--- config.mk ---
export PLATFORM = sky130hd
export DESIGN_NAME = system_configuration_control
export DESIGN_NICKNAME = d
export VERILOG_FILES = /design/src/design/syscfg_pkg.sv /design/src/design/system_configuration_control.sv
export SDC_FILE = /design/constraint.sdc
export NUM_CORES = 1
export LEC_CHECK = 0
export BUFFER_PORTS_ARGS = -buffer_cell sky130_fd_sc_hd__buf_2
export CAP_MARGIN = 20
export CORE_UTILIZATION = 42
export DETAILED_ROUTE_END_ITERATION = 12
export PLACE_DENSITY = 0.79
export SYNTH_ARGS = -nofsm -noshare
export SYNTH_HDL_FRONTEND = slang
export SYNTH_SLANG_ARGS = --single-unit
--- constraint.sdc ---
create_clock -name clk_i -period 1.58 [get_ports clk_i]
set_input_delay 0.395 -clock clk_i [delete_from_list [all_inputs] [get_ports clk_i]]
set_output_delay 0.395 -clock clk_i [all_outputs]
set_load 0.05 [all_outputs]
--- src/design/syscfg_pkg.sv ---
package syscfg_pkg;

   // Register map and field layout of the configuration control word.
   localparam logic [11:0] SYSCFG_CTRL_OFFSET = 12'h000;
   localparam logic [11:0] SYSCFG_STAT_OFFSET = 12'h004;
   localparam logic [31:0] SYSCFG_CTRL_RESET  = 32'h0000_0039;
   localparam logic [31:0] SYSCFG_IMPL_MASK   = 32'h0303_39bd;
   localparam logic [31:0] SYSCFG_LOCKED_MASK = 32'h0303_3900;

   localparam int DMA_PRI_BIT     = 25;
   localparam int CPU_PRI_BIT     = 24;
   localparam int CAP_ALT_BIT     = 17;
   localparam int CMP_ALT_BIT     = 16;
   localparam int PIN_LOCK_BIT    = 13;
   localparam int PMD_LOCK_BIT    = 12;
   localparam int PG_LOCK_BIT     = 11;
   localparam int USB_STOP_BIT    = 8;
   localparam int ANA_PUMP_BIT    = 7;
   localparam int ECC_LO_BIT      = 4;
   localparam int JTAG_BIT        = 3;
   localparam int TRACE_BIT       = 2;
   localparam int TDO_BIT         = 0;

   // Status word fields.
   localparam int STAT_UNLOCK_BIT  = 0;
   localparam int STAT_DROPPED_BIT = 1;

endpackage : syscfg_pkg

--- src/design/system_configuration_control.sv ---
module system_configuration_control (
   input  wire logic        clk_i,
   input  wire logic        reset_n_i,
   input  wire logic        clk_en_i,
   input  wire logic        psel_i,
   input  wire logic        penable_i,
   input  wire logic        pwrite_i,
   input  wire logic [11:0] paddr_i,
   input  wire logic [31:0] pwdata_i,
   input  wire logic [3:0]  pstrb_i,
   output logic      [31:0] prdata_o,
   output logic             pready_o,
   output logic             pslverr_o,
   input  wire logic        system_unlocked_i,
   input  wire logic        cpu_in_isr_i,
   input  wire logic        sleep_active_i,
   input  wire logic        usb_phy_clk_i,
   input  wire logic        pin_select_wr_req_i,
   input  wire logic        module_disable_wr_req_i,
   input  wire logic        permission_group_wr_req_i,
   output logic             dma_sram_high_priority_o,
   output logic             cpu_sram_high_priority_o,
   output logic             capture_alt_timebase_select_o,
   output logic             compare_alt_timebase_select_o,
   output logic             pin_select_wr_allow_o,
   output logic             module_disable_wr_allow_o,
   output logic             permission_group_wr_allow_o,
   output logic             usb_phy_clk_gated_o,
   output logic             usb_phy_clk_stopped_o,
   output logic [1:0]       memory_error_correction_control_o,
   output logic             boundary_scan_port_enable_o,
   output logic             trace_output_enable_o,
   output logic             test_data_out_enable_o,
   output logic             analog_io_charge_pump_enable_o
);
   import syscfg_pkg::*;

   logic [31:0] ctrl_q;
   logic [31:0] ctrl_d;
   logic        dropped_q;
   logic        dropped_d;
   logic [31:0] rdata_q;
   logic [2:0]  unlock_sync_q;
   logic        unlock_q;

   // Bus decode: every transfer completes in its first access cycle.
   wire         access    = psel_i & penable_i & clk_en_i;
   wire         hit_ctrl  = (paddr_i == SYSCFG_CTRL_OFFSET);
   wire         hit_stat  = (paddr_i == SYSCFG_STAT_OFFSET);
   wire         hit_any   = hit_ctrl | hit_stat;
   wire         wr_ctrl   = access & pwrite_i & hit_ctrl;
   wire         rd_setup  = psel_i & ~penable_i & ~pwrite_i;

   // Byte-lane mask built from the write strobes.
   wire  [31:0] lane_mask = {{8{pstrb_i[3]}}, {8{pstrb_i[2]}}, {8{pstrb_i[1]}}, {8{pstrb_i[0]}}};

   // Protected bits move only when unlocked; others follow the lanes.
   wire  [31:0] wr_mask   = lane_mask & SYSCFG_IMPL_MASK
                            & (unlock_q ? 32'hffff_ffff : ~SYSCFG_LOCKED_MASK);
   wire         locked_hit = wr_ctrl & ~unlock_q & |(lane_mask & SYSCFG_LOCKED_MASK & (pwdata_i ^ ctrl_q));

   // Next value of the control word and the dropped-write flag.
   always_comb begin
      ctrl_d    = ctrl_q;
      dropped_d = dropped_q;
      if (wr_ctrl) begin
         ctrl_d = (ctrl_q & ~wr_mask) | (pwdata_i & wr_mask);
      end
      if (access & pwrite_i & hit_stat & pwdata_i[STAT_DROPPED_BIT]) begin
         dropped_d = 1'b0;
      end
      if (locked_hit) begin
         dropped_d = 1'b1;
      end
   end

   // Unlock level from the key logic; the first stage feeds only the second.
   always_ff @(posedge clk_i) begin
      if (!reset_n_i) begin
         unlock_sync_q <= 3'h0;
         unlock_q      <= 1'b0;
      end else if (clk_en_i) begin
         unlock_sync_q <= {unlock_sync_q[1:0], system_unlocked_i};
         if (unlock_sync_q[2] == unlock_sync_q[1]) begin
            unlock_q <= unlock_sync_q[2];
         end
      end
   end

   // Control register state.
   always_ff @(posedge clk_i) begin
      if (!reset_n_i) begin
         ctrl_q    <= SYSCFG_CTRL_RESET;
         dropped_q <= 1'b0;
      end else if (clk_en_i) begin
         ctrl_q    <= ctrl_d;
         dropped_q <= dropped_d;
      end
   end

   // Read data is captured in the setup cycle so it leaves a flip-flop.
   wire  [31:0] stat_word = {30'h0, dropped_q, unlock_q};
   wire  [31:0] rd_mux    = hit_ctrl ? (ctrl_q & SYSCFG_IMPL_MASK) : (hit_stat ? stat_word : 32'h0);

   always_ff @(posedge clk_i) begin
      if (!reset_n_i) begin
         rdata_q <= 32'h0;
      end else if (clk_en_i && rd_setup) begin
         rdata_q <= rd_mux;
      end
   end

   assign prdata_o  = rdata_q;
   assign pready_o  = 1'b1;
   assign pslverr_o = psel_i & penable_i & ~hit_any;

   // Arbitration and timebase steering from the register bits; CPU priority is also gated by cpu_in_isr_i.
   assign dma_sram_high_priority_o      = ctrl_q[DMA_PRI_BIT];
   assign cpu_sram_high_priority_o      = ctrl_q[CPU_PRI_BIT] & cpu_in_isr_i;
   assign capture_alt_timebase_select_o = ctrl_q[CAP_ALT_BIT];
   assign compare_alt_timebase_select_o = ctrl_q[CMP_ALT_BIT];

   // Write permission for the guarded register groups.
   assign pin_select_wr_allow_o       = pin_select_wr_req_i & ~ctrl_q[PIN_LOCK_BIT];
   assign module_disable_wr_allow_o   = module_disable_wr_req_i & ~ctrl_q[PMD_LOCK_BIT];
   assign permission_group_wr_allow_o = permission_group_wr_req_i & ~ctrl_q[PG_LOCK_BIT];

   // PHY clock gate; the clock is passed through a plain AND, so the clock tree owner must glitch-proof it.
   assign usb_phy_clk_stopped_o = ctrl_q[USB_STOP_BIT] & sleep_active_i;
   assign usb_phy_clk_gated_o   = usb_phy_clk_i & ~usb_phy_clk_stopped_o;

   // Pass-through configuration fields.
   assign memory_error_correction_control_o = ctrl_q[ECC_LO_BIT+1:ECC_LO_BIT];
   assign boundary_scan_port_enable_o       = ctrl_q[JTAG_BIT];
   assign trace_output_enable_o             = ctrl_q[TRACE_BIT];
   assign test_data_out_enable_o            = ctrl_q[TDO_BIT];
   assign analog_io_charge_pump_enable_o    = ctrl_q[ANA_PUMP_BIT];

   // Assertions; each one watches what this block drives.

   // The word leaves reset at its documented value.
   AST_RESET_VALUE: assert property (@(posedge clk_i)
      $rose(reset_n_i) |-> ctrl_q == SYSCFG_CTRL_RESET)
      else $error("control word not at reset value");

   // A locked write must not move a protected bit.
   AST_LOCKED_HOLD: assert property (@(posedge clk_i) disable iff (!reset_n_i)
      (wr_ctrl && !unlock_q) |=> ((ctrl_q & SYSCFG_LOCKED_MASK) == ($past(ctrl_q) & SYSCFG_LOCKED_MASK)))
      else $error("protected bits moved while locked");

   // Holes in the word never hold a one.
   AST_UNIMPL_ZERO: assert property (@(posedge clk_i) disable iff (!reset_n_i)
      (ctrl_q & ~SYSCFG_IMPL_MASK) == 32'h0)
      else $error("unimplemented bits set");

   // A refused change of a protected bit raises the flag.
   AST_DROP_FLAG: assert property (@(posedge clk_i) disable iff (!reset_n_i)
      locked_hit |=> dropped_q)
      else $error("dropped write not flagged");

   // An unlocked write to the top lane sets the DMA priority.
   AST_DMA_PRI: assert property (@(posedge clk_i) disable iff (!reset_n_i)
      (wr_ctrl && unlock_q && pstrb_i[3]) |=> dma_sram_high_priority_o == $past(pwdata_i[DMA_PRI_BIT]))
      else $error("dma priority not updated");

   // CPU priority only while an interrupt is serviced.
   AST_CPU_PRI: assert property (@(posedge clk_i) disable iff (!reset_n_i)
      cpu_sram_high_priority_o |-> (cpu_in_isr_i && ctrl_q[CPU_PRI_BIT]))
      else $error("cpu priority outside interrupt service");

   // Capture timebase follows an unlocked write.
   AST_CAP_SEL: assert property (@(posedge clk_i) disable iff (!reset_n_i)
      (wr_ctrl && unlock_q && pstrb_i[2]) |=> capture_alt_timebase_select_o == $past(pwdata_i[CAP_ALT_BIT]))
      else $error("capture timebase not updated");

   // Compare timebase follows an unlocked write.
   AST_CMP_SEL: assert property (@(posedge clk_i) disable iff (!reset_n_i)
      (wr_ctrl && unlock_q && pstrb_i[2]) |=> compare_alt_timebase_select_o == $past(pwdata_i[CMP_ALT_BIT]))
      else $error("compare timebase not updated");

   // A set pin-select lock refuses every attempt.
   AST_PIN_LOCK: assert property (@(posedge clk_i) disable iff (!reset_n_i)
      ctrl_q[PIN_LOCK_BIT] |-> !pin_select_wr_allow_o)
      else $error("pin select write passed lock");

   // Module-disable attempts pass exactly when the module-disable lock is clear.
   AST_PMD_LOCK: assert property (@(posedge clk_i) disable iff (!reset_n_i)
      module_disable_wr_req_i |-> (module_disable_wr_allow_o != ctrl_q[PMD_LOCK_BIT]))
      else $error("module disable gate wrong");

   // Permission-group attempts pass exactly when the permission-group lock is clear.
   AST_PG_LOCK: assert property (@(posedge clk_i) disable iff (!reset_n_i)
      permission_group_wr_req_i |-> (permission_group_wr_allow_o != ctrl_q[PG_LOCK_BIT]))
      else $error("permission group gate wrong");

   // The PHY clock stops only in sleep with the stop bit set.
   AST_USB_STOP: assert property (@(posedge clk_i) disable iff (!reset_n_i)
      usb_phy_clk_stopped_o == (ctrl_q[USB_STOP_BIT] && sleep_active_i))
      else $error("usb phy stop wrong");

   // The low byte is never locked, so a write there always lands.
   AST_LOW_BYTE: assert property (@(posedge clk_i) disable iff (!reset_n_i)
      (wr_ctrl && pstrb_i[0]) |=> ctrl_q[7:0] == ($past(pwdata_i[7:0]) & SYSCFG_IMPL_MASK[7:0]))
      else $error("low byte write lost");

   // A lane without its strobe keeps its bits.
   AST_LANE3_KEEP: assert property (@(posedge clk_i) disable iff (!reset_n_i)
      (wr_ctrl && !pstrb_i[3]) |=> ctrl_q[31:24] == $past(ctrl_q[31:24]))
      else $error("lane three moved without strobe");

   // A lane without its strobe keeps its bits.
   AST_LANE2_KEEP: assert property (@(posedge clk_i) disable iff (!reset_n_i)
      (wr_ctrl && !pstrb_i[2]) |=> ctrl_q[23:16] == $past(ctrl_q[23:16]))
      else $error("lane two moved without strobe");

   // A lane without its strobe keeps its bits.
   AST_LANE1_KEEP: assert property (@(posedge clk_i) disable iff (!reset_n_i)
      (wr_ctrl && !pstrb_i[1]) |=> ctrl_q[15:8] == $past(ctrl_q[15:8]))
      else $error("lane one moved without strobe");

   // A lane without its strobe keeps its bits.
   AST_LANE0_KEEP: assert property (@(posedge clk_i) disable iff (!reset_n_i)
      (wr_ctrl && !pstrb_i[0]) |=> ctrl_q[7:0] == $past(ctrl_q[7:0]))
      else $error("lane zero moved without strobe");

   // A low clock enable freezes the control word, bus or no bus.
   AST_FREEZE_CTRL: assert property (@(posedge clk_i) disable iff (!reset_n_i)
      !clk_en_i |=> ctrl_q == $past(ctrl_q))
      else $error("control word moved while frozen");

   // A low clock enable freezes the dropped-write flag.
   AST_FREEZE_DROP: assert property (@(posedge clk_i) disable iff (!reset_n_i)
      !clk_en_i |=> dropped_q == $past(dropped_q))
      else $error("dropped flag moved while frozen");

   // A low clock enable freezes the qualified unlock level.
   AST_FREEZE_UNLOCK: assert property (@(posedge clk_i) disable iff (!reset_n_i)
      !clk_en_i |=> unlock_q == $past(unlock_q))
      else $error("unlock moved while frozen");

   // A low clock enable freezes the read data.
   AST_FREEZE_RDATA: assert property (@(posedge clk_i) disable iff (!reset_n_i)
      !clk_en_i |=> prdata_o == $past(prdata_o))
      else $error("read data moved while frozen");

   // The unlock level moves only when the last two stages agree.
   AST_SYNC_AGREE: assert property (@(posedge clk_i) disable iff (!reset_n_i)
      (unlock_q != $past(unlock_q)) |-> ($past(unlock_sync_q[2]) == $past(unlock_sync_q[1])))
      else $error("unlock taken before stages agree");

   // The unlock level takes the value of the last stage.
   AST_SYNC_VALUE: assert property (@(posedge clk_i) disable iff (!reset_n_i)
      (unlock_q != $past(unlock_q)) |-> unlock_q == $past(unlock_sync_q[2]))
      else $error("unlock took a wrong value");

   // A full unlocked write lands on every implemented bit.
   AST_UNLOCKED_WORD: assert property (@(posedge clk_i) disable iff (!reset_n_i)
      (wr_ctrl && unlock_q && pstrb_i == 4'hf) |=> ctrl_q == ($past(pwdata_i) & SYSCFG_IMPL_MASK))
      else $error("unlocked write not applied");

   // A control read returns the implemented bits only.
   AST_READ_CTRL: assert property (@(posedge clk_i) disable iff (!reset_n_i)
      (rd_setup && clk_en_i && hit_ctrl) |=> prdata_o == ($past(ctrl_q) & SYSCFG_IMPL_MASK))
      else $error("control read data wrong");

   // A status read returns the flag and the unlock level.
   AST_READ_STAT: assert property (@(posedge clk_i) disable iff (!reset_n_i)
      (rd_setup && clk_en_i && hit_stat) |=> prdata_o == {30'h0, $past(dropped_q), $past(unlock_q)})
      else $error("status read data wrong");

   // An unmapped read returns zero.
   AST_READ_HOLE: assert property (@(posedge clk_i) disable iff (!reset_n_i)
      (rd_setup && clk_en_i && !hit_any) |=> prdata_o == 32'h0)
      else $error("unmapped read not zero");

   // Read data stands until the next read setup.
   AST_RDATA_HOLD: assert property (@(posedge clk_i) disable iff (!reset_n_i)
      !(rd_setup && clk_en_i) |=> $stable(prdata_o))
      else $error("read data changed outside setup");

   // Mapped addresses never report an error.
   AST_SLVERR_MAP: assert property (@(posedge clk_i) disable iff (!reset_n_i)
      (psel_i && penable_i && hit_any) |-> !pslverr_o)
      else $error("error on mapped address");

   // Unmapped addresses always report an error.
   AST_SLVERR_HOLE: assert property (@(posedge clk_i) disable iff (!reset_n_i)
      (psel_i && penable_i && !hit_any) |-> pslverr_o)
      else $error("no error on unmapped address");

   // A write to an unmapped address leaves the word alone.
   AST_HOLE_WRITE: assert property (@(posedge clk_i) disable iff (!reset_n_i)
      (access && pwrite_i && !hit_any) |=> ctrl_q == $past(ctrl_q))
      else $error("unmapped write changed the word");

   // A status write leaves the control word alone.
   AST_STAT_WRITE_KEEP: assert property (@(posedge clk_i) disable iff (!reset_n_i)
      (access && pwrite_i && hit_stat) |=> ctrl_q == $past(ctrl_q))
      else $error("status write changed the word");

   // Writing one to the flag clears it.
   AST_DROP_CLEAR: assert property (@(posedge clk_i) disable iff (!reset_n_i)
      (access && pwrite_i && hit_stat && pwdata_i[STAT_DROPPED_BIT]) |=> !dropped_q)
      else $error("dropped flag not cleared");

   // The flag stays set until software clears it.
   AST_DROP_STICKY: assert property (@(posedge clk_i) disable iff (!reset_n_i)
      (dropped_q && !(access && pwrite_i && hit_stat)) |=> dropped_q)
      else $error("dropped flag lost");

   // The flag rises only on a refused change.
   AST_DROP_QUIET: assert property (@(posedge clk_i) disable iff (!reset_n_i)
      (!dropped_q && !locked_hit) |=> !dropped_q)
      else $error("dropped flag rose without cause");

   // Outside interrupt service the CPU never gets priority.
   AST_CPU_IDLE: assert property (@(posedge clk_i) disable iff (!reset_n_i)
      !cpu_in_isr_i |-> !cpu_sram_high_priority_o)
      else $error("cpu priority without interrupt");

   // A clear pin-select lock lets every attempt through.
   AST_PIN_OPEN: assert property (@(posedge clk_i) disable iff (!reset_n_i)
      (pin_select_wr_req_i && !ctrl_q[PIN_LOCK_BIT]) |-> pin_select_wr_allow_o)
      else $error("pin select write refused while open");

   // A stopped PHY clock stays low.
   AST_USB_GATE: assert property (@(posedge clk_i) disable iff (!reset_n_i)
      usb_phy_clk_stopped_o |-> !usb_phy_clk_gated_o)
      else $error("phy clock runs while stopped");

   // The error-correction field leaves reset at its documented value.
   AST_RESET_FIELDS: assert property (@(posedge clk_i)
      $rose(reset_n_i) |-> memory_error_correction_control_o == SYSCFG_CTRL_RESET[ECC_LO_BIT+1:ECC_LO_BIT])
      else $error("error-correction field not at reset value");

   // While locked no protected bit moves, whatever the bus does.
   AST_LOCK_STEADY: assert property (@(posedge clk_i) disable iff (!reset_n_i)
      !unlock_q |=> ((ctrl_q & SYSCFG_LOCKED_MASK) == ($past(ctrl_q) & SYSCFG_LOCKED_MASK)))
      else $error("protected bits moved without unlock");

   // DMA priority moves only by a control write.
   AST_DMA_HOLD: assert property (@(posedge clk_i) disable iff (!reset_n_i)
      !wr_ctrl |=> $stable(dma_sram_high_priority_o))
      else $error("dma priority moved without write");

   // Compare timebase moves only by a control write.
   AST_TIMEBASE_HOLD: assert property (@(posedge clk_i) disable iff (!reset_n_i)
      !wr_ctrl |=> $stable(compare_alt_timebase_select_o))
      else $error("compare timebase moved without write");

endmodule : system_configuration_control

# Yosys cells after proc, flatten, opt, wreduce, memory -nomap -nowiden
# Index checks and enable logic that the tools add are counted.
# totals
reg_bits,69
memories,0
ram_bits,0
latch_bits,0
rom_bits,0
elab_cells,52
input_bits,61
output_inout_bits,49
# classes
div,0
addsub,0
mul,0
muxes,5
n_shift,0
bitwise,33
n_eq_ne,2
magnitude_cmp,0
n_reduce_logical,7
# op_table
operator,count
$and 26x32->32,2
$and 32x32->32,2
$mux 26,2
$not 32->32,1
$or 32x32->32,1
$reduce_or 32->1,1
$xor 32x32->32,1
$and 1x1->1,17
$eq 12x3->1 const B,1
$logic_not 12->1,1
$not 1->1,8
$reduce_and 2->1,3
$mux 1,2
$mux 2,1
$reduce_bool 2->1,1
$eq 1x1->1,1
$logic_and 1x1->1,1
$or 1x1->1,1

# Logic depth before layout (Yosys ltp)
# logic_depth
ltp_word,8
ltp_mapped,7
mapped_depth_nobuf,4

# Worst setup path before layout
# OpenSTA, ideal clock, no wires.
# synth_timing
kind,input to output
startpoint,in sleep_active_i
endpoint,out usb_phy_clk_gated_o
arrival_ns,1.489
stages,2
t_required_ns,1.185
slack_ns,-0.304
n_path_buf,0
cell_sequence,and2_1 > nor2b_1
# synth_between
elab_chain_len,3
# synth_rtl
element,line_no,rtl
from (decl),system_configuration_control.sv:16,"input wire logic sleep_active_i,"
$and 1x1->1,system_configuration_control.sv:129,assign usb_phy_clk_stopped_o = ctrl_q[USB_STOP_BIT] & sleep_active_i;
$not 1->1,system_configuration_control.sv:130,assign usb_phy_clk_gated_o = usb_phy_clk_i & ~usb_phy_clk_stopped_o;
$and 1x1->1,system_configuration_control.sv:130,
to (decl),system_configuration_control.sv:28,"output logic usb_phy_clk_gated_o,"
# No other way between the ends.

# Final worst setup path
# layout_timing
startpoint,in paddr_i[1]
endpoint,out pslverr_o
# layout_between
elab_chain_len,4
word_cells_on_any_way,5
classes_between,1 x eq/ne; 3 x bitwise; 1 x reduce/logical
# layout_rtl
element,line_no,rtl
from (decl),system_configuration_control.sv:8,"input wire logic [11:0] paddr_i,"
$eq 12x3->1 or $logic_not 12->1 (tied branches),"system_configuration_control.sv:49, system_configuration_control.sv:48",
$or 1x1->1 *,system_configuration_control.sv:50,wire hit_any = hit_ctrl | hit_stat;
$not 1->1 *,system_configuration_control.sv:115,assign pslverr_o = psel_i & penable_i & ~hit_any;
$and 1x1->1 *,system_configuration_control.sv:115,
to (decl),system_configuration_control.sv:13,"output logic pslverr_o,"
# Every way passes the cells marked *; elsewhere a longest branch is shown, timed or not.

==> results.ini <==
[status]
status=finished with violations
violations=negative setup slack

[global_route]
grt_max_degree=26
first_global_vias=1532
antenna_found_initial=0
grt_pass1_wl_mm=6.93
grt_busiest_layer=met2
gr-total-overflow=0
use_met3_pct=7.07
grtUsageTotal_pct=20.8
use_met1_pct=25.7
grtUsageMet2_pct=34.4

[clocking]
insertion_delay_ns=0.28
clk_path_buf_depth=2
numCtsBuffers=5
hold_buffers=0
cts_root_buf=clkbuf_8
clkSinkCount=34
cts_tree=done
h-tree-depth=2
clk_pin_slew_ns=0.07

[synthesis]
synth_area_leader_cell=dfxtp_1
netlist.area_leader.share_pct=39.3
syn_avg_cell_area_um2=8.70
ys_seq_elements=34
synth_area_um2=1730
yosysSeqAreaShare_pct=39.3
synthTopCellsByArea=dfxtp_1 39%, buf_4 8.7%, a32oi_1 6.6%, mux2i_1 4.0%, xor2_1 4.0%
synthDistinctLibCells=35
synth_cells=199
yosys_warnings=0

[critical_path]
crit_path_end_kind=primary output
crit_slowest_cell=nor4_4
crit_top_cell=buf_8
worst-path-max-fanout=2
cp_slowest_stage_delay_ns=0.30
cp-start-kind=input port
crit_type=input port to primary output
required_ns=1.18
path_cells=buf_8 -> nor4_4 -> nand3_2 -> and3_4 -> buf_8
cp_num_buf_inv=2
cp.arrival_ns=1.24
cpLargestDelayFamily=simple AND/OR/NAND/NOR gates

[placement]
dpl.hpwl_mm=3.11
gp_congestion=0.748
placed_cell_area_um2=2120
io_buffers=74
dpl_worst_slack_ns=-0.134

[route]
drtPass1Iterations=4
totalWireLength_mm=4.40
drc=0
detail_route.wl_per_cell_um=13.3
postRouteAntennaNets=0
drtIter0Drc=84
vias_per_cell=5.08
vias=1678

[flow_run]
drv_cap=0

[power_and_ir_drop]
p_per_area_nw_per_um2=780
ir_drop_uv=598
power.leakage_nw=1.14
finalPower_mw=1.80

[cells_and_area]
fin_nets=342
layout_commonest_cell=buf_2
nFillCells=346
layout_common_cells=66 x buf_2, 34 x dfxtp_1, 18 x conb_1, 18 x buf_4, 16 x nor2_1
fin_area_um2=2300
utilization_pct=60.7
drive_gt1_share_pct=38.7
diodes=0
synthToLayoutAreaGrowth_pct=33.1

[timing]
drv_slew=0
max_clock_freq_ghz=0.611
setup_slack_ns=-0.0571
fin_skew_ns=0.00320
setup_violations=1
hold_viol_final=0
layout_min_cycle_time_ns=1.64
rsz0062_at_grt=yes
fin_hold_ws_ns=0.363
min_period_over_period_pct=104

[floorplanning]
die_h_um=66.2
core_um2=3800
num_io_pins=110
die_area_um2=4380
rows=22
die_x_um=66.2
initial_utilization_pct=45.6

[worst_hold_path]
hold_class=input port to flip-flop

==> report_power, final <==
part           internal, mW  leakage [nW]  switching, mW
Clock                 0.351        0.0482          0.302
Sequential            0.860         0.274        0.00181
Combinational        0.0851         0.816          0.199
==> metal layers <==
layer / vias up / part of all wire (%)
met3: 2 / 9.0
met1: 763 / 43
met4: 0 / 0.48
met5: - / 0
li1: 833 / -
met2: 80 / 48
==> per-stage QoR <==
step           setup TNS, ns  instances
3_5_place_dp          -0.290        319
6_report             -0.0571        330
3_3_place_gp          -0.359        319
4_1_cts              -0.0271        330
2_1_floorplan              0        215
5_1_grt               -0.261        330
==> final cells by class <==
type / count / area (µm²) / area share, %
tap: 48 / 60.1 / 2.61
clock buffer: 7 / 86.3 / 3.75
clock inverter: 1 / 5.00 / 0.217
inverter: 7 / 26.3 / 1.14
multi-input combinational: 142 / 902 / 39.1
sequential: 34 / 681 / 29.5
timing repair buffer: 91 / 544 / 23.6
==> cell usage after synthesis, drive strengths merged <==
cell	instances
dfxtp	34
buf	27
nor2	18
nand2	15
a32oi	13
o21ai	10
a21oi	9
nand4	9
xor2	8
mux2i	7
nand3	7
inv	6
clkbuf	5
nor2b	4
nor3	4
o211ai	4
and3	3
and2	2
conb	2
nor4	2
or3	2
a21o	1
a41o	1
a41oi	1
and4	1
clkinv	1
nand3b	1
nand4bb	1
o41ai	1
==> repair_timing <==
item / 4_1_cts / 5_1_grt
setup endpoints to repair: 1 / 10
gates resized for setup: 8 / 11
pin swaps: 4 / 1
setup buffers: 3 / 0
==> cells by family (layout without fill, tap and decap cells) <==
family / after synthesis / count (layout) / synth area share (%)
other cells: 2 / 18 / 0.434
xor+xnor: 8 / 8 / 4.05
compound gates: 40 / 40 / 15.8
mux: 7 / 7 / 4.05
buf+inv: 39 / 106 / 14.4
simple gates: 69 / 69 / 22.0
flops: 34 / 34 / 39.3
==> path summary, 6_finish.rpt <==
check,start,endpoint,slack [ns],cells past startpoint
setup / recovery,paddr_i[1],pslverr_o,-0.06,5
hold / removal,system_unlocked_i,unlock_sync_q[0]$_SDFFE_PN0P_,0.36,3
setup reg to reg,flip-flop,dropped_q$_SDFFE_PN0P_,0.16,5
hold reg to reg,prdata_o[0]$_SDFFE_PN0P_,prdata_o[0]$_SDFFE_PN0P_,0.45,2
==> worst register-to-register path: cells and delay by family, from the launching register on <==
family          cells  cell delay, ns
compound gates      2            0.60
flops               1            0.32
buf+inv             1            0.17
simple gates        1            0.06
xor+xnor            1            0.17
Note: power is estimated with default switching activity, not from simulation.
